$ cat config.mk
export PLATFORM = sky130hd
export DESIGN_NAME = evm_vector_map
export DESIGN_NICKNAME = d
export VERILOG_FILES = /design/src/include/evm_pkg.sv /design/src/include/evm_cfg_if.sv /design/src/rtl/evm_pri_store.sv /design/src/rtl/evm_vector_map.sv
export SDC_FILE = /design/constraint.sdc
export NUM_CORES = 1
export LEC_CHECK = 0
export BUFFER_PORTS_ARGS = -buffer_cell sky130_fd_sc_hd__buf_2
export CORE_MARGIN = 2
export CORE_UTILIZATION = 45
export CTS_BUF_LIST = sky130_fd_sc_hd__clkbuf_16
export CTS_CLUSTER_DIAMETER = 100
export DETAILED_ROUTE_END_ITERATION = 8
export PLACE_DENSITY_LB_ADDON = 0.08
export SLEW_MARGIN = 20
export SYNTH_ARGS = -nofsm -noshare
export SYNTH_HDL_FRONTEND = slang
export SYNTH_SLANG_ARGS = --single-unit
$ cat constraint.sdc
create_clock -name clock -period 71.6 [get_ports clock]
set_input_delay 3.58 -clock clock [delete_from_list [all_inputs] [get_ports clock]]
set_output_delay 3.58 -clock clock [all_outputs]
set_load 0.02 [all_outputs]
$ cat src/include/evm_pkg.sv
`default_nettype none
package evm_pkg;
   localparam int NVEC     = 60;
   localparam int NUM_IRQ  = 44;
   localparam int VEC_W    = 6;
   localparam int PRI_W    = 3;
   localparam int RANK_W   = 4;
   localparam int OFF_W    = 8;

   localparam logic [VEC_W-1:0] VEC_NMI   = 6'h02;
   localparam logic [VEC_W-1:0] VEC_HARD  = 6'h03;
   localparam logic [VEC_W-1:0] VEC_MEM   = 6'h04;
   localparam logic [VEC_W-1:0] VEC_BUS   = 6'h05;
   localparam logic [VEC_W-1:0] VEC_USAGE = 6'h06;
   localparam logic [VEC_W-1:0] VEC_IRQ0  = 6'h10;
   localparam logic [VEC_W-1:0] VEC_LAST  = 6'h3b;

   localparam logic [OFF_W-1:0] STACK_TOP_OFF = 8'h00;
   localparam logic [OFF_W-1:0] RESET_OFF     = 8'h04;
   localparam logic [OFF_W-1:0] IRQ_TABLE_OFF = 8'h40;

   // Bit n stands for vector number n
   localparam logic [NVEC-1:0] IMPL_MASK  = 60'h83f_f7fc_01ff_d87c;
   localparam logic [NVEC-1:0] CFG_MASK   = 60'h83f_f7fc_01ff_d870;
   localparam logic [NVEC-1:0] ASYNC_MASK = 60'h83f_f7fc_01ff_c004;
   localparam logic [NVEC-1:0] FAULT_MASK = 60'h000_0000_0000_0070;
   localparam logic [NVEC-1:0] EN_RESET   = 60'h0;

   localparam logic [PRI_W-1:0]  PRI_RESET = 3'h0;
   localparam logic [RANK_W-1:0] RANK_NMI  = 4'h1;
   localparam logic [RANK_W-1:0] RANK_HARD = 4'h2;
   localparam logic [RANK_W-1:0] RANK_CFG0 = 4'h3;
   localparam logic [RANK_W-1:0] RANK_NONE = 4'hf;

   typedef enum logic [1:0] {
      BOOT_SP = 2'b00,
      BOOT_PC = 2'b01,
      BOOT_RUN = 2'b10
   } evm_boot_t;
endpackage : evm_pkg
`default_nettype wire

$ cat src/include/evm_cfg_if.sv
`default_nettype none
interface evm_cfg_if;
   logic                                        wr_en;
   logic [evm_pkg::VEC_W-1:0]                   wr_vec;
   logic [evm_pkg::PRI_W-1:0]                   wr_pri;
   logic [evm_pkg::NVEC*evm_pkg::PRI_W-1:0]     pri_flat;

   modport store (input wr_en, input wr_vec, input wr_pri, output pri_flat);
   modport user  (output wr_en, output wr_vec, output wr_pri, input pri_flat);
endinterface : evm_cfg_if
`default_nettype wire

$ cat src/rtl/evm_pri_store.sv
`default_nettype none
module evm_pri_store #(
   parameter int NENT = evm_pkg::NVEC
) (
   input  wire logic    clock,
   input  wire logic    rst_n,
   evm_cfg_if.store     cfg
);
   logic [evm_pkg::PRI_W-1:0] pri_mem_r [NENT];

   // Entries are flops so every priority is seen by the arbiter at once
   always_ff @(posedge clock or negedge rst_n) begin
      if (!rst_n) begin
         for (int i = 0; i < NENT; i++) begin
            pri_mem_r[i] <= evm_pkg::PRI_RESET;
         end
      end else if (cfg.wr_en) begin
         pri_mem_r[cfg.wr_vec] <= cfg.wr_pri;
      end
   end

   genvar g;
   generate
      for (g = 0; g < NENT; g++) begin : g_flat
         assign cfg.pri_flat[g*evm_pkg::PRI_W +: evm_pkg::PRI_W] =
            pri_mem_r[g];
      end
   endgenerate
endmodule : evm_pri_store
`default_nettype wire

$ cat src/rtl/evm_vector_map.sv
`default_nettype none
module evm_vector_map (
   input  wire logic                               clock,
   input  wire logic                               rst_n,
   input  wire logic                               src_nmi,
   input  wire logic                               src_hard_fault,
   input  wire logic                               src_mem_fault,
   input  wire logic                               src_bus_precise,
   input  wire logic                               src_bus_imprecise,
   input  wire logic                               src_usage_fault,
   input  wire logic                               src_svc,
   input  wire logic                               src_debug_mon,
   input  wire logic                               src_pendable_service_exception,
   input  wire logic                               src_system_tick_exception,
   input  wire logic [evm_pkg::NUM_IRQ-1:0]        src_irq,
   input  wire logic                               cfg_wr,
   input  wire logic                               cfg_priv,
   input  wire logic                               cfg_sel_en,
   input  wire logic [evm_pkg::VEC_W-1:0]          cfg_vec,
   input  wire logic [evm_pkg::PRI_W-1:0]          cfg_data,
   output logic                                    boot_fetch_req,
   output logic [evm_pkg::OFF_W-1:0]               boot_fetch_off,
   input  wire logic                               boot_fetch_ack,
   output logic                                    exc_req,
   output logic [evm_pkg::VEC_W-1:0]               exc_vec,
   output logic [evm_pkg::OFF_W-1:0]               exc_offset,
   output logic [evm_pkg::RANK_W-1:0]              exc_rank,
   output logic                                    exc_async,
   input  wire logic                               exc_ack
);
   localparam int N = evm_pkg::NVEC;
   localparam int RANK_W = evm_pkg::RANK_W;

   evm_pkg::evm_boot_t               state_r;
   evm_pkg::evm_boot_t               state_nxt;
   logic [evm_pkg::OFF_W-1:0]        boot_off_r;
   logic [N-1:0]                     pend_r;
   logic [N-1:0]                     pend_nxt;
   logic [N-1:0]                     en_r;
   logic [N-1:0]                     en_nxt;
   logic                             bf_async_r;
   logic                             bf_async_nxt;
   logic                             req_r;
   logic [evm_pkg::VEC_W-1:0]        vec_r;
   logic [evm_pkg::RANK_W-1:0]       rank_r;
   logic                             async_r;
   logic [N-1:0]                     set_raw_w;
   logic [N-1:0]                     set_w;
   logic [N-1:0]                     clr_w;
   logic [N-1:0]                     elig_w;
   logic [N-1:0]                     vec_bit_w;
   logic                             escalate_w;
   logic                             cfg_ok_w;
   logic                             en_wr_w;
   logic                             load_w;
   logic                             ack_w;
   logic [evm_pkg::RANK_W-1:0]       rank_a [N];
   logic [evm_pkg::RANK_W-1:0]       best_rank;
   logic [evm_pkg::VEC_W-1:0]        best_vec;
   logic                             best_async_w;

   evm_cfg_if cfg_bus ();

   evm_pri_store #(.NENT(N)) u_pri (
      .clock (clock),
      .rst_n (rst_n),
      .cfg   (cfg_bus.store)
   );

   ////////////////////////////////////////////////////////////////////////
   // Configuration writes
   assign cfg_ok_w = cfg_wr && cfg_priv && (cfg_vec <= evm_pkg::VEC_LAST)
                     && evm_pkg::CFG_MASK[cfg_vec];
   assign en_wr_w  = cfg_ok_w && cfg_sel_en;
   assign cfg_bus.wr_en  = cfg_ok_w && !cfg_sel_en;
   assign cfg_bus.wr_vec = cfg_vec;
   assign cfg_bus.wr_pri = cfg_data;
   assign en_nxt = en_wr_w ?
      ((en_r & ~(N'(1) << cfg_vec)) | (N'(cfg_data[0]) << cfg_vec)) : en_r;

   ////////////////////////////////////////////////////////////////////////
   // Pending state
   // A disabled fault cannot be taken, so it escalates to hard fault
   assign escalate_w = (src_mem_fault && !en_r[evm_pkg::VEC_MEM])
      || ((src_bus_precise || src_bus_imprecise) && !en_r[evm_pkg::VEC_BUS])
      || (src_usage_fault && !en_r[evm_pkg::VEC_USAGE]);
   assign set_raw_w = {src_irq, src_system_tick_exception, src_pendable_service_exception, 1'b0,
                       src_debug_mon, src_svc, 4'h0, src_usage_fault,
                       src_bus_precise || src_bus_imprecise, src_mem_fault,
                       src_hard_fault || escalate_w, src_nmi, 2'b00};
   assign set_w = set_raw_w & evm_pkg::IMPL_MASK
                  & ~(evm_pkg::FAULT_MASK & ~en_r);
   assign ack_w     = req_r && exc_ack;
   assign vec_bit_w = N'(1) << vec_r;
   assign clr_w     = ack_w ? vec_bit_w : '0;
   assign pend_nxt  = (pend_r & ~clr_w) | set_w;
   // Fixed exceptions bypass the enable bits
   assign elig_w = pend_r & evm_pkg::IMPL_MASK
                   & (en_r | ~evm_pkg::CFG_MASK);
   assign bf_async_nxt = src_bus_imprecise ? 1'b1 :
      ((src_bus_precise || (ack_w && vec_r == evm_pkg::VEC_BUS)) ?
       1'b0 : bf_async_r);

   ////////////////////////////////////////////////////////////////////////
   // Arbitration
   always_comb begin
      for (int i = 0; i < N; i++) begin
         rank_a[i] = evm_pkg::RANK_CFG0 + RANK_W'(
            cfg_bus.pri_flat[i*evm_pkg::PRI_W +: evm_pkg::PRI_W]);
      end
      rank_a[evm_pkg::VEC_NMI]  = evm_pkg::RANK_NMI;
      rank_a[evm_pkg::VEC_HARD] = evm_pkg::RANK_HARD;
   end

   // Downward scan with <= leaves the lowest number among equal ranks
   always_comb begin
      best_rank = evm_pkg::RANK_NONE;
      best_vec  = '0;
      for (int i = N - 1; i >= 0; i--) begin
         if (elig_w[i] && rank_a[i] <= best_rank) begin
            best_rank = rank_a[i];
            best_vec  = evm_pkg::VEC_W'(i);
         end
      end
   end

   assign best_async_w = (best_vec == evm_pkg::VEC_BUS) ? bf_async_r :
                         evm_pkg::ASYNC_MASK[best_vec];
   // One idle cycle after each ack lets the cleared bit settle
   assign load_w = (state_r == evm_pkg::BOOT_RUN) && !req_r
                   && (best_rank != evm_pkg::RANK_NONE);

   ////////////////////////////////////////////////////////////////////////
   // Boot sequence
   always_comb begin
      case (state_r)
         evm_pkg::BOOT_SP:
            state_nxt = boot_fetch_ack ? evm_pkg::BOOT_PC : evm_pkg::BOOT_SP;
         evm_pkg::BOOT_PC:
            state_nxt = boot_fetch_ack ? evm_pkg::BOOT_RUN : evm_pkg::BOOT_PC;
         evm_pkg::BOOT_RUN:
            state_nxt = evm_pkg::BOOT_RUN;
         default:
            state_nxt = evm_pkg::BOOT_SP;
      endcase
   end

   assign boot_fetch_req = (state_r != evm_pkg::BOOT_RUN);
   assign boot_fetch_off = boot_off_r;

   always_ff @(posedge clock or negedge rst_n) begin
      if (!rst_n) begin
         state_r    <= evm_pkg::BOOT_SP;
         boot_off_r <= evm_pkg::STACK_TOP_OFF;
      end else begin
         state_r    <= state_nxt;
         boot_off_r <= (state_nxt == evm_pkg::BOOT_SP) ?
                       evm_pkg::STACK_TOP_OFF : evm_pkg::RESET_OFF;
      end
   end

   ////////////////////////////////////////////////////////////////////////
   // State and request registers
   always_ff @(posedge clock or negedge rst_n) begin
      if (!rst_n) begin
         pend_r     <= '0;
         en_r       <= evm_pkg::EN_RESET;
         bf_async_r <= 1'b0;
      end else begin
         pend_r     <= pend_nxt;
         en_r       <= en_nxt;
         bf_async_r <= bf_async_nxt;
      end
   end

   always_ff @(posedge clock or negedge rst_n) begin
      if (!rst_n) begin
         req_r   <= 1'b0;
         vec_r   <= '0;
         rank_r  <= evm_pkg::RANK_NONE;
         async_r <= 1'b0;
      end else if (load_w) begin
         req_r   <= 1'b1;
         vec_r   <= best_vec;
         rank_r  <= best_rank;
         async_r <= best_async_w;
      end else if (ack_w) begin
         req_r   <= 1'b0;
      end
   end

   assign exc_req    = req_r;
   assign exc_vec    = vec_r;
   assign exc_offset = {vec_r, 2'b00};
   assign exc_rank   = rank_r;
   assign exc_async  = async_r;

   logic          first_r;
   logic [N-1:0]  elig_past_r;
   logic          beaten_w;
   always_ff @(posedge clock or negedge rst_n) begin
      if (!rst_n) begin
         first_r     <= 1'b1;
         elig_past_r <= '0;
      end else begin
         first_r     <= 1'b0;
         elig_past_r <= elig_w;
      end
   end
   always_comb begin
      beaten_w = 1'b0;
      for (int i = 0; i < N; i++) begin
         if (elig_past_r[i] && (rank_a[i] < rank_r ||
             (rank_a[i] == rank_r && evm_pkg::VEC_W'(i) < vec_r))) begin
            beaten_w = 1'b1;
         end
      end
   end
endmodule : evm_vector_map
`default_nettype wire

; Yosys cells after proc, flatten, opt, wreduce, memory -nomap -nowiden
; Memory sizes are Yosys's and may differ from the RTL's.
; Index checks and enable logic that the tools add are counted.
[word_totals]
reg_bits = 318
romBits = 128
input_bits = 70
n_memories = 2
[memory_table]
columns = name, words, word_bits, rd, rd_clocked_by_memory_dff, write_ports, line_no
row1 = (no name shown), 64, 1, 1, 0, 0, evm_vector_map.sv:128  ; evm_pkg::ASYNC_MASK[best_vec];
row2 = (no name shown), 64, 1, 1, 0, 0, evm_vector_map.sv:73  ; && evm_pkg::CFG_MASK[cfg_vec];
[op_classes]
addsub = 58
magnitude_cmp = 65
n_eq_ne = 6
n_shift = 3
mux = 135
bitwise = 11
reduce_logical = 87
[op_table]
columns = operator, count
row1 = 6-bit two-way mux, 60
row2 = 60-bit AND, 4
row3 = 4-bit two-way mux, 60
row4 = "2-bit by 3-bit adder with 4-bit output, first input constant", 58
row5 = 4-bit <= comparator, 57
row6 = 180-bit bitwise mux, 1
row7 = 60-bit inverter, 2
row8 = 60-bit OR, 2
row9 = "1-bit by 6-bit << shifter with 60-bit output, first input constant", 2
row10 = 1-bit logical AND, 73
row11 = 60-bit two-way mux, 1
row12 = 7-bit inverter with 60-bit output, 1
row13 = 1-bit by 6-bit << shifter with 60-bit output, 1
row14 = 3-bit demux with 6-bit select, 1
row15 = "6-bit by 7-bit less-than comparator with 1-bit output, second input constant", 2
row16 = "6-bit by 3-bit equality test with 1-bit output, second input constant", 2
row17 = 1-bit two-way mux, 8
row18 = "7-bit >= comparator, second input constant", 1
row19 = "7-bit by 1-bit less-than comparator with 1-bit output, second input constant", 1
row20 = 6-bit inverter with 7-bit output, 1
row21 = 7-bit inverter, 1
row22 = "6-bit <= comparator, second input constant", 1
row23 = 3-bit two-way mux, 2
row24 = 2-bit case mux with 3 select lines, 1
row25 = 12 further kinds, 22

; Depth between registers and ports, before layout
; Gate-level depths: netlist (run 1).
[logic_depth]
depth_word = 184
ltp_mapped = 309

; Modules after synthesis
; From an unflattened synthesis (run 1), not the netlist that was laid out.
[hier_totals]
cells_unflattened = 2316
hier_area_um2 = 20807.5
[modules_own_cells]
columns = module, n_inst, cells_each, area_per_inst_um2
row1 = evm_vector_map, 1, 1839, 13596.8
row2 = evm_pri_store, 1, 477, 7210.7

; Worst setup path before layout (run 1)
; OpenSTA, ideal clock, no wires.
[synth_timing]
kind = register to register
startpoint = reg u_pri.pri_mem_r, in the netlist u_pri.cfg.pri_flat[177]
endpoint = reg rank_r, in the netlist exc_rank[2]
setup_time_ns = 0.082
t_arrival_ns = 51.494
required_ns = 71.518
slack_ns = 20.024
stages_incl_launch_ff = 280
path_cell_list = dfrtp_1 > inv_1 > ha_1 > and3_1 > ha_1 > nor2b_1 > o211ai_1 > nand2b_1 > a21oi_1 > mux2i_1 > inv_1 > ha_1 > nor2b_1 > o21ai_0 > o211ai_1 > mux2_2 > a21oi_1 > ha_1 > [... 244 more ...] > ha_1 > a21oi_1 > or2b_1 > o311ai_0 > nor2_1 > mux2_2 > ha_1 > nor2b_1 > o21ai_0 > nand2b_1 > a21oi_1 > a41o_1 > and3_1 > a31o_1 > o221a_1 > a311o_1 > buf_6 > mux2_4
[synth_via]
elab_chain_len = 183
[synth_rtl]
columns = item, line_no
row1 = start: declaration, evm_pri_store.sv:9  ; logic [evm_pkg::PRI_W-1:0] pri_mem_r [NENT];
row2 = start signal: indexed assignment, evm_pri_store.sv:15  ; pri_mem_r[i] <= evm_pkg::PRI_RESET;
row3 = start signal: indexed assignment, evm_pri_store.sv:18  ; pri_mem_r[cfg.wr_vec] <= cfg.wr_pri;
row4 = 2-bit by 3-bit adder with 4-bit output (*), evm_vector_map.sv:108  ; rank_a[i] = evm_pkg::RANK_CFG0 + RANK_W'(
row5 = 4-bit <= comparator, evm_vector_map.sv:120  ; if (elig_w[i] && rank_a[i] <= best_rank) begin
row6 = 1-bit logical AND, evm_vector_map.sv:120
row7 = 4-bit two-way mux (*), evm_vector_map.sv:120
row8 = 4-bit <= comparator, evm_vector_map.sv:120
row9 = 1-bit logical AND, evm_vector_map.sv:120
row10 = 4-bit two-way mux (*), evm_vector_map.sv:120
row11 = 4-bit <= comparator, evm_vector_map.sv:120
row12 = [... 167 more ...], --
row13 = 4-bit <= comparator, evm_vector_map.sv:120
row14 = 1-bit logical AND, evm_vector_map.sv:120
row15 = 4-bit two-way mux (*), evm_vector_map.sv:120
row16 = 4-bit <= comparator, evm_vector_map.sv:120
row17 = 1-bit logical AND, evm_vector_map.sv:120
row18 = 4-bit two-way mux (*), evm_vector_map.sv:120
row19 = 4-bit != test, evm_vector_map.sv:131  ; && (best_rank != evm_pkg::RANK_NONE);
row20 = 1-bit logical AND, evm_vector_map.sv:131
row21 = end signal: assignment, evm_vector_map.sv:180  ; rank_r <= evm_pkg::RANK_NONE;
row22 = end signal: assignment, evm_vector_map.sv:185  ; rank_r <= best_rank;
row23 = end: declaration, evm_vector_map.sv:45  ; logic [evm_pkg::RANK_W-1:0] rank_r;
; Mark *: on every way between the ends. The rest lies on a longest branch, timed or not.
; A chain may end at the register's enable or synchronous reset.

; Worst setup path in the final report (run 1)
[layout_timing]
startpoint = reg u_pri.pri_mem_r, in the netlist u_pri.cfg.pri_flat[177]
endpoint = reg async_r (netlist: exc_async)
[layout_via]
elab_chain_len = 184
[layout_rtl]
columns = item, line_no
row1 = 2-bit by 3-bit adder with 4-bit output (*), evm_vector_map.sv:108
row2 = 4-bit <= comparator, evm_vector_map.sv:120
row3 = 1-bit logical AND, evm_vector_map.sv:120
row4 = 4-bit two-way mux, evm_vector_map.sv:120
row5 = 4-bit <= comparator, evm_vector_map.sv:120
row6 = 1-bit logical AND, evm_vector_map.sv:120
row7 = 4-bit two-way mux, evm_vector_map.sv:120
row8 = 4-bit <= comparator, evm_vector_map.sv:120
row9 = [... 168 more ...], --
row10 = 1-bit logical AND, evm_vector_map.sv:120
row11 = 4-bit two-way mux, evm_vector_map.sv:120
row12 = 4-bit <= comparator, evm_vector_map.sv:120
row13 = 1-bit logical AND, evm_vector_map.sv:120
row14 = 6-bit two-way mux, evm_vector_map.sv:120
row15 = memory read 64 x 1 bit, --
row16 = 1-bit two-way mux (implied by the code), evm_vector_map.sv:128
row17 = 1-bit two-way mux, evm_vector_map.sv:127  ; assign best_async_w = (best_vec == evm_pkg::VEC_BUS) ? bf_async_r :
row18 = end signal: assignment, evm_vector_map.sv:186  ; async_r <= best_async_w;
row19 = end: declaration, evm_vector_map.sv:46  ; logic async_r;
; Mark *: on every way between the ends. The rest lies on a longest branch, timed or not. The select of a mux whose other input is x is not followed.

==> flow_metrics.env, run 1 <==
export IMPL_status="completed"
export IMPL_clk_latency_ns=0.44
export IMPL_cts_resized=0
export IMPL_crit_buf_inv=21
export IMPL_fillers=4043
export IMPL_endpoint_kind="register"
export IMPL_period_needed_ns=61.75
export IMPL_drc=0
export IMPL_ant_nets=0
export IMPL_timing_fmax_mhz=16.2
export IMPL_synth_edf_count=0
export IMPL_h_tree_depth=4
export IMPL_crit_fanout=21
export IMPL_cp_data_arrival_time_ns=62.11
export IMPL_num_vias=17500
export IMPL_synthFlopType="dfrtp_1"
export IMPL_clock_sinks=198
export IMPL_yosysTopAreaCellShare_pct=26.0
export IMPL_setup_viol_count_final=0
export IMPL_grt_max_degree=77
export IMPL_critical_path_top_delay_family="compound AO/OA/AOI/OAI gates"
export IMPL_synth_area_per_cell_sq_um=8.11
export IMPL_slew_headroom_pct=34.5
export IMPL_initial_core_util_pct=45.7
export IMPL_finalHoldViolCount=0
export IMPL_vdd_ir_drop_max_uv=14.6
export IMPL_drv_slew=0
export IMPL_worstSetupPathType="reg2reg"
export IMPL_clock_skew_ns=0.00911
export IMPL_synth_distinct_cells=116
export IMPL_use_met1_pct=36.6
export IMPL_cp_slowest_cell="a311o_1"
export IMPL_hpwl_mm=44.6
export IMPL_die_h_um=208
export IMPL_ys_top_cells_by_area="dfrtp_1 26%, ha_1 7.6%, mux2_2 7.0%, nand2_1 5.2%, o21ai_0 4.4%"
export IMPL_synth_largest_area_cell="dfrtp_1"
export IMPL_avgViaCountPerCell=6.07
export IMPL_crit_top_cell="ha_1"
export IMPL_clock_path_buffers=2
export IMPL_grt_busiest_layer="met2"
export IMPL_min_path_cells=1
export IMPL_dr_first_iter_drc_count=1239
export IMPL_grtUsageMet3_pct=2.42
export IMPL_min_period_over_period_pct=86.2
export IMPL_hold_class="reg2reg"
export IMPL_yosys_warnings=0
export IMPL_grt_use_total_pct=26.0
export IMPL_nets=2524
export IMPL_core_area_sq_um=40900
export IMPL_postCtsSetupBuffers=0
export IMPL_portBuffers=74
export IMPL_syn_inst=2305
export IMPL_hold_buffers=0
export IMPL_use_met2_pct=43.8
export IMPL_die_width_um=208
export IMPL_slowest_delay_ns=0.77
export IMPL_design_die_area_sq_um=43200
export IMPL_worst_pin_slew_ns=0.975
export IMPL_startpoint_type="register"
export IMPL_dp_worst_setup_slack_ns=10.68
export IMPL_firstDrtPassIters=8
export IMPL_ios=99
export IMPL_ctsRootBufferMaster="clkbuf_16"
export IMPL_drv_cap=0
export IMPL_cp_depth=281
export IMPL_gp_congestion=0.909
export IMPL_routedWlPerCell_um=19.7
export IMPL_p_leak_uw=0.00866
export IMPL_overflow=0
export IMPL_cts_buffers=17
export IMPL_drive_gt1_share_pct=13.5
export IMPL_reg2reg_depth=281
export IMPL_antenna_found_initial=2
export IMPL_area_growth_pct=7.01
export IMPL_rsz0062_at_grt="no"
export IMPL_seqCellArea_sq_um=4960
export IMPL_fin_ws_ns=9.85
export IMPL_grt_pass1_vias=16700
export IMPL_required_ns=71.96
export IMPL_core_rowCount=74
export IMPL_finalSetupTns_ns=0
export IMPL_async_flop_share_pct=100
export IMPL_multi_input_area_sq_um=12800
export IMPL_synth_sequential_area_ratio_pct=26.5
export IMPL_synth_seq_cells=198
export IMPL_hold_ws_ns=0.491
export IMPL_netlist_area_sq_um=18700
export IMPL_path_clk_slew_ns=0.08
export IMPL_cts_tree="yes"
export IMPL_power_density_nw_per_um2=21.3
export IMPL_wl_mm=56.9
export IMPL_total_power_uw=426
export IMPL_grt_first_pass_wirelength_mm=91.3
-- layer usage --
| metal | up-vias | routed length, um |
|---|---|---|
| li1 | 8497 | - |
| met2 | 465 | 26900 |
| met3 | 56 | 2410 |
| met4 | 2 | 833 |
| met1 | 8497 | 26800 |
| met5 | - | 13 |
-- synthesized netlist by cell type, drive strengths merged, types with 20 or more instances --
cell type / instances
nand2: 260
nor2: 209
dfrtp: 194
o21ai: 182
inv: 163
mux2: 120
a21oi: 119
ha: 113
nand3: 68
nand2b: 62
nor3: 51
xnor2: 46
o21a: 38
a31oi: 37
buf: 36
or2: 33
clkbuf: 31
and2: 27
nand3b: 25
o31ai: 25
xor2: 25
nand4: 24
o211ai: 24
or3: 24
a21o: 23
a211oi: 22
maj3: 20
-- registers in the layout, summed over array words and instances, names as in the netlist --
name                flops
u_pri.cfg.pri_flat    108
pend_r                 38
en_r                   36
exc_vec                 6
exc_rank                4
state_r                 2
bf_async_r              1
boot_fetch_off          1
exc_async               1
exc_req                 1
-- power by group --
part | internal, uW | total [uW] | switching (uW)
sequential | 118 | 125 | 7.16
clock | 49.7 | 99.1 | 49.3
combinational | 75.0 | 202 | 127
-- layout make-up --
cell class              instances  share of cell area, %
multi-input cells            1884                   63.8
repair buffers                 77                   2.01
clock inverters                15                  0.838
well taps                     532                   3.33
flip-flops and latches        198                   24.8
inverters                     163                   3.06
clock buffers                  17                   2.13
diodes                          1                 0.0125
-- cell usage in the layout (no fill, tap or decap), types with 24 or more instances in the layout --
master	instances
nand3_1	68
buf_2	73
nand4_1	24
nand2b_1	62
ha_1	113
or2_2	27
a21oi_1	114
o21ai_0	164
inv_1	163
nor2_1	208
xnor2_1	46
mux2_2	116
nor3_1	49
dfrtp_1	194
a31oi_1	34
nand3b_1	25
and2_1	26
o31ai_1	24
o21a_1	38
nand2_1	259
xor2_1	25
-- through the flow --
step | instance area, sq um | utilization [%] | instances
final | 20000 | 48.9 | 2887
after global routing | 20000 | 48.9 | 2887
after CTS | 20000 | 48.9 | 2886
after detailed placement | 19400 | 47.4 | 2854
after global placement | 19400 | 47.4 | 2854
after floorplan | 18700 | - | 2313
-- worst reg2reg max path, delay by kind of cell, from the launching register on --
kind	cells	cell delay, ns
AOI/OAI and AO/OA	124	29.54
and+or+nand+nor	82	13.53
DFF	1	0.37
muxes	9	2.75
buffers and inverters	21	1.72
adders and majority gates	45	13.71
-- cells by family (layout without fill, tap and decap cells) --
| kind of cell | count (synthesis) | count (layout) | synth area share [%] |
|---|---|---|---|
| xor+xnor | 71 | 71 | 3.33 |
| simple gates | 859 | 859 | 22.5 |
| mux | 139 | 139 | 8.31 |
| flops | 198 | 198 | 26.5 |
| other cells | 1 | 10 | 0.0201 |
| fa+ha+maj | 133 | 133 | 8.64 |
| buf+inv | 231 | 272 | 5.35 |
| compound gates | 673 | 673 | 25.3 |
-- path summary, 6_finish.rpt --
kind	end	from	slack, ns
setup / recovery	exc_async$_DFFE_PN0P_	u_pri.cfg.pri_flat[177]$_DFFE_PN0P_	9.85
hold / removal	state_r[0]$_DFF_PN0_	state_r[1]$_DFF_PN0_	0.49
setup reg to reg	exc_async$_DFFE_PN0P_	u_pri.cfg.pri_flat[177]$_DFFE_PN0P_	9.85
hold reg to reg	state_r[0]$_DFF_PN0_	state_r[1]$_DFF_PN0_	0.49
max in group asynchronous	en_r[42]$_DFFE_PN0P_	rst_n	67.19
min in group asynchronous	pend_r[11]$_DFF_PN0_	rst_n	3.07
(Power assumes the default switching activity.)
==> run 2, diff against run 1 <==
--- a/config.mk
+++ b/config.mk
@@ -12,6 +12,7 @@
 export CTS_CLUSTER_DIAMETER = 100
 export DETAILED_ROUTE_END_ITERATION = 8
 export PLACE_DENSITY_LB_ADDON = 0.08
+export REMOVE_ABC_BUFFERS = 1
 export SLEW_MARGIN = 20
 export SYNTH_ARGS = -nofsm -noshare
 export SYNTH_HDL_FRONTEND = slang
==> flow_metrics.env, run 2 (synthesis gave the netlist of run 1 again) <==
export IMPL_power_density_nw_per_um2=21.4
export IMPL_clk_latency_ns=0.46
export IMPL_r2r_slack_ns=8.58
export IMPL_core_area_sq_um=40900
export IMPL_wl_mm=56.7
export IMPL_multi_input_area_sq_um=12800
export IMPL_routedWlPerCell_um=19.6
export IMPL_cts_resized=0
export IMPL_hold_buffers=0
export IMPL_dp_worst_setup_slack_ns=9.65
export IMPL_status="completed"
export IMPL_critical_path_top_delay_family="compound AO/OA/AOI/OAI gates"
export IMPL_rsz0062_at_grt="no"
export IMPL_seqCellArea_sq_um=4960
export IMPL_gp_congestion=0.879
export IMPL_finalSetupTns_ns=0
export IMPL_crit_top_cell="ha_1"
export IMPL_antennaDiodeCount=0
export IMPL_core_rowCount=74
export IMPL_portBuffers=74
export IMPL_cts_buffers=17
export IMPL_drv_cap=0
export IMPL_postCtsSetupBuffers=0
export IMPL_die_width_um=208
export IMPL_drc=0
export IMPL_path_clk_slew_ns=0.09
export IMPL_area_growth_pct=7.22
export IMPL_final_cell_mix="259 x nand2_1, 208 x nor2_1, 194 x dfrtp_1, 164 x o21ai_0, 163 x inv_1"
export IMPL_endpoint_kind="register"
export IMPL_grt_max_degree=79
export IMPL_slowest_delay_ns=0.71
export IMPL_cp_data_arrival_time_ns=63.40
export IMPL_period_needed_ns=63.02
export IMPL_p_leak_uw=0.00869
export IMPL_vdd_ir_drop_max_uv=16.9
export IMPL_min_period_over_period_pct=88.0
export IMPL_slew_headroom_pct=26.6
export IMPL_startpoint_type="register"
export IMPL_die_h_um=208
export IMPL_drv_slew=0
export IMPL_grt_use_total_pct=26.0
export IMPL_clock_path_buffers=2
export IMPL_initial_core_util_pct=45.7
export IMPL_hold_class="reg2reg"
export IMPL_timing_fmax_mhz=15.9
export IMPL_clock_sinks=198
export IMPL_avgViaCountPerCell=6.09
export IMPL_hold_end="exc_rank[1]$_DFFE_PN1P_"
export IMPL_hpwl_mm=43.6
export IMPL_reg2reg_depth=278
export IMPL_worst_pin_slew_ns=1.10
export IMPL_drive_gt1_share_pct=13.6
export IMPL_cts_tree="yes"
export IMPL_ctsRootBufferMaster="clkbuf_16"
export IMPL_required_ns=71.98
export IMPL_layout_commonest_cell="nand2_1"
export IMPL_min_path_cells=2
export IMPL_fillers=4103
export IMPL_h_tree_depth=4
export IMPL_fin_ws_ns=8.58
export IMPL_num_vias=17600
export IMPL_firstDrtPassIters=8
export IMPL_finalHoldViolCount=0
export IMPL_crit_fanout=21
export IMPL_cp_slowest_cell="a311o_1"
export IMPL_clock_skew_ns=0.0129
export IMPL_setup_viol_count_final=0
export IMPL_ios=99
export IMPL_hold_start="exc_rank[1]$_DFFE_PN1P_"
export IMPL_worstSetupPathType="reg2reg"
export IMPL_ant_nets=0
export IMPL_antenna_found_initial=7
export IMPL_overflow=0
export IMPL_r2r_end="exc_vec[1]$_DFFE_PN0P_"
export IMPL_crit_buf_inv=21
export IMPL_design_die_area_sq_um=43200
export IMPL_nets=2527
export IMPL_r2r_start="u_pri.cfg.pri_flat[177]$_DFFE_PN0P_"
export IMPL_grt_pass1_vias=16800
export IMPL_grt_first_pass_wirelength_mm=90.9
export IMPL_dr_first_iter_drc_count=1283
export IMPL_largest_reg_flops=108
[run 2: metal layers]
metal / part of all wire, % / track usage, % / routed length (um)
met5: 0.10 / 0 / 58
met4: 2.0 / 6.26 / 1130
met3: 5.2 / 3.92 / 2940
met2: 46 / 42.4 / 25900
met1: 47 / 36.3 / 26700
[run 2: cell type report]
cell class / instances / area share (%)
multi-input combinational: 1884 / 63.7
sequential: 198 / 24.7
tap: 532 / 3.32
inverter: 163 / 3.05
timing repair buffer: 80 / 2.15
clock buffer: 17 / 2.12
clock inverter: 15 / 0.930
[run 2: how the worst max path moves through the flow]
stage	start	end	slack [ns]	cells past startpoint
after floorplan	u_pri.cfg.pri_flat[177]$_DFFE_PN0P_	exc_rank[2]$_DFFE_PN1P_	20.03	278
after global placement	u_pri.cfg.pri_flat[177]$_DFFE_PN0P_	exc_vec[1]$_DFFE_PN0P_	10.17	278
after detailed placement	u_pri.cfg.pri_flat[177]$_DFFE_PN0P_	exc_async$_DFFE_PN0P_	9.65	278
after CTS	u_pri.cfg.pri_flat[177]$_DFFE_PN0P_	exc_vec[1]$_DFFE_PN0P_	9.18	278
after global routing	u_pri.cfg.pri_flat[177]$_DFFE_PN0P_	exc_async$_DFFE_PN0P_	2.85	282
final	u_pri.cfg.pri_flat[177]$_DFFE_PN0P_	exc_vec[1]$_DFFE_PN0P_	8.58	278
[run 2: power by group]
| part | internal (uW) | switching (uW) | leakage, uW |
|---|---|---|---|
| Clock | 48.2 | 53.8 | 0.000298 |
| Combinational | 75.4 | 128 | 0.00606 |
| Sequential | 118 | 5.72 | 0.00233 |
[run 2: stage by stage]
step	instances	total power [uW]	hold slack, ns	utilization [%]	area [sq um]
3_3_place_gp	2857	322	0.454	47.5	19400
4_1_cts	2889	429	0.482	49.0	20000
2_1_floorplan	2245	272	0.456	-	18300
6_report	2889	429	0.479	49.0	20000
5_1_grt	2889	461	0.492	49.0	20000
3_5_place_dp	2857	325	0.469	47.5	19400
[run 2: worst reg2reg max path, delay by kind of cell (launching register included)]
kind / cells / cell delay [ns]
AO/OA/AOI/OAI: 120 / 29.49
adder cells (fa/ha/maj): 46 / 14.48
AND/OR/NAND/NOR: 80 / 13.37
multiplexers: 11 / 3.45
buffers and inverters: 21 / 1.73
flip-flops: 1 / 0.39
==> run 3, diff against run 2 <==
--- a/config.mk
+++ b/config.mk
@@ -16,4 +16,5 @@
 export SLEW_MARGIN = 20
 export SYNTH_ARGS = -nofsm -noshare
 export SYNTH_HDL_FRONTEND = slang
+export SYNTH_HIERARCHICAL = 1
 export SYNTH_SLANG_ARGS = --single-unit
==> flow_metrics.env, run 3 <==
export IMPL_timing_fmax_mhz=15.6
export IMPL_num_vias=16000
export IMPL_r2r_start="u_pri/cfg.pri_flat[177]$_DFFE_PN0P_"
export IMPL_setup_viol_count_final=0
export IMPL_endpoint_kind="register"
export IMPL_clock_path_buffers=2
export IMPL_netlist_area_sq_um=18000
export IMPL_total_power_uw=401
export IMPL_routedWlPerCell_um=19.3
export IMPL_cp_data_arrival_time_ns=64.53
export IMPL_r2r_end="exc_vec[1]$_DFFE_PN0P_"
export IMPL_power_density_nw_per_um2=20.7
export IMPL_multi_input_area_sq_um=12200
export IMPL_largest_reg_flops=108
export IMPL_hold_start="exc_rank[0]$_DFFE_PN1P_"
export IMPL_portBuffers=74
export IMPL_grt_use_total_pct=25.4
export IMPL_drv_slew=0
export IMPL_ant_nets=0
export IMPL_syn_inst=2144
export IMPL_final_cell_mix="223 x nand2_1, 220 x nor2_1, 194 x dfrtp_1, 160 x mux2_2, 156 x inv_1"
export IMPL_grt_max_degree=75
export IMPL_status="completed"
export IMPL_required_ns=71.92
export IMPL_antennaDiodeCount=0
export IMPL_finalHoldViolCount=0
export IMPL_min_period_over_period_pct=89.7
export IMPL_nets=2363
export IMPL_drc=0
export IMPL_ios=99
export IMPL_yosys_warnings=6
export IMPL_grt_pass1_vias=15600
export IMPL_place_area_sq_um=18800
export IMPL_min_path_cells=2
export IMPL_die_width_um=204
export IMPL_hold_class="reg2reg"
export IMPL_reg2reg_depth=302
export IMPL_fin_cells=2717
export IMPL_seqCellArea_sq_um=4960
export IMPL_final_util_pct=48.9
export IMPL_drv_cap=0
export IMPL_vdd_ir_drop_max_uv=16.7
export IMPL_cp_slowest_cell="o41ai_4"
export IMPL_firstDrtPassIters=7
export IMPL_startpoint_type="register"
export IMPL_ctsRootBufferMaster="clkbuf_16"
export IMPL_layout_commonest_cell="nand2_1"
export IMPL_rsz0062_at_grt="no"
export IMPL_p_leak_uw=0.00834
export IMPL_cts_resized=0
export IMPL_area_growth_pct=7.34
export IMPL_cts_tree="yes"
export IMPL_dpl_cell_count=2685
export IMPL_gp_congestion=0.922
export IMPL_avgViaCountPerCell=5.91
export IMPL_slew_headroom_pct=35.5
export IMPL_crit_fanout=19
export IMPL_r2r_slack_ns=7.39
export IMPL_cts_buffers=17
export IMPL_die_h_um=204
export IMPL_clock_sinks=198
export IMPL_overflow=0
export IMPL_postCtsSetupBuffers=0
export IMPL_drive_gt1_share_pct=16.4
export IMPL_h_tree_depth=4
export IMPL_fillers=3955
export IMPL_clock_skew_ns=0.00749
export IMPL_grt_first_pass_wirelength_mm=83.6
export IMPL_clk_latency_ns=0.46
export IMPL_wl_mm=52.3
export IMPL_initial_core_util_pct=45.5
export IMPL_core_rowCount=73
export IMPL_worstSetupPathType="reg2reg"
export IMPL_core_area_sq_um=39600
export IMPL_synth_area_per_cell_sq_um=8.42
export IMPL_path_clk_slew_ns=0.08
export IMPL_hold_end="exc_rank[0]$_DFFE_PN1P_"
export IMPL_slowest_delay_ns=0.91
export IMPL_final_area_sq_um=19400
export IMPL_period_needed_ns=64.21
export IMPL_design_die_area_sq_um=41700
export IMPL_finalSetupTns_ns=0
export IMPL_worst_pin_slew_ns=0.968
export IMPL_antenna_found_initial=0
export IMPL_hold_buffers=0
export IMPL_hpwl_mm=40.2
export IMPL_dr_first_iter_drc_count=949
run 3: area by class of cell:
cell class,count,area share (%)
repair buffers,77,2.09
clock inverters,15,0.892
multi-input cells,1729,62.8
inverters,156,3.02
flip-flops and latches,198,25.6
well taps,525,3.39
clock buffers,17,2.20
run 3: worst max-delay path: cells and delay by family (launching register included):
family / cells / cell delay, ns
AO/OA/AOI/OAI: 127 / 27.94
AND/OR/NAND/NOR: 98 / 16.12
adder cells (fa/ha/maj): 45 / 13.60
multiplexers: 12 / 4.43
buffers and inverters: 20 / 1.47
flip-flops: 1 / 0.39
run 3: worst max-delay path by stage:
| stage | start | to | slack [ns] |
|---|---|---|---|
| 2_1_floorplan | u_pri/cfg.pri_flat[177]$_DFFE_PN0P_ | exc_vec[1]$_DFFE_PN0P_ | 17.47 |
| 4_1_cts | u_pri/cfg.pri_flat[177]$_DFFE_PN0P_ | exc_vec[1]$_DFFE_PN0P_ | 7.68 |
| 3_5_place_dp | u_pri/cfg.pri_flat[177]$_DFFE_PN0P_ | exc_vec[1]$_DFFE_PN0P_ | 8.00 |
| 6_report | u_pri/cfg.pri_flat[177]$_DFFE_PN0P_ | exc_vec[1]$_DFFE_PN0P_ | 7.39 |
| 5_1_grt | u_pri/cfg.pri_flat[177]$_DFFE_PN0P_ | exc_async$_DFFE_PN0P_ | 0.88 |
| 3_3_place_gp | u_pri/cfg.pri_flat[177]$_DFFE_PN0P_ | exc_async$_DFFE_PN0P_ | 8.30 |
run 3: metal layers:
metal | GRT usage [%] | wire (um) | up-vias
met1 | 34.0 | 23900 | 7740
li1 | - | - | 7843
met2 | 42.0 | 24400 | 389
met3 | 3.09 | 2290 | 76
met5 | 0 | 0 | -
met4 | 9.81 | 1740 | 0
run 3: metrics by stage:
step	setup slack, ns	hold WS [ns]
3_3_place_gp	8.30	0.457
5_1_grt	0.884	0.502
4_1_cts	7.68	0.473
3_5_place_dp	8.00	0.462
2_1_floorplan	17.47	0.430
6_report	7.39	0.471
run 3: where the power goes:
group / total (uW) / switching (uW) / internal (uW)
logic: 177 / 109 / 67.9
registers: 124 / 5.80 / 118
clock network: 101 / 48.0 / 52.6
total: 401 / 162 / 239
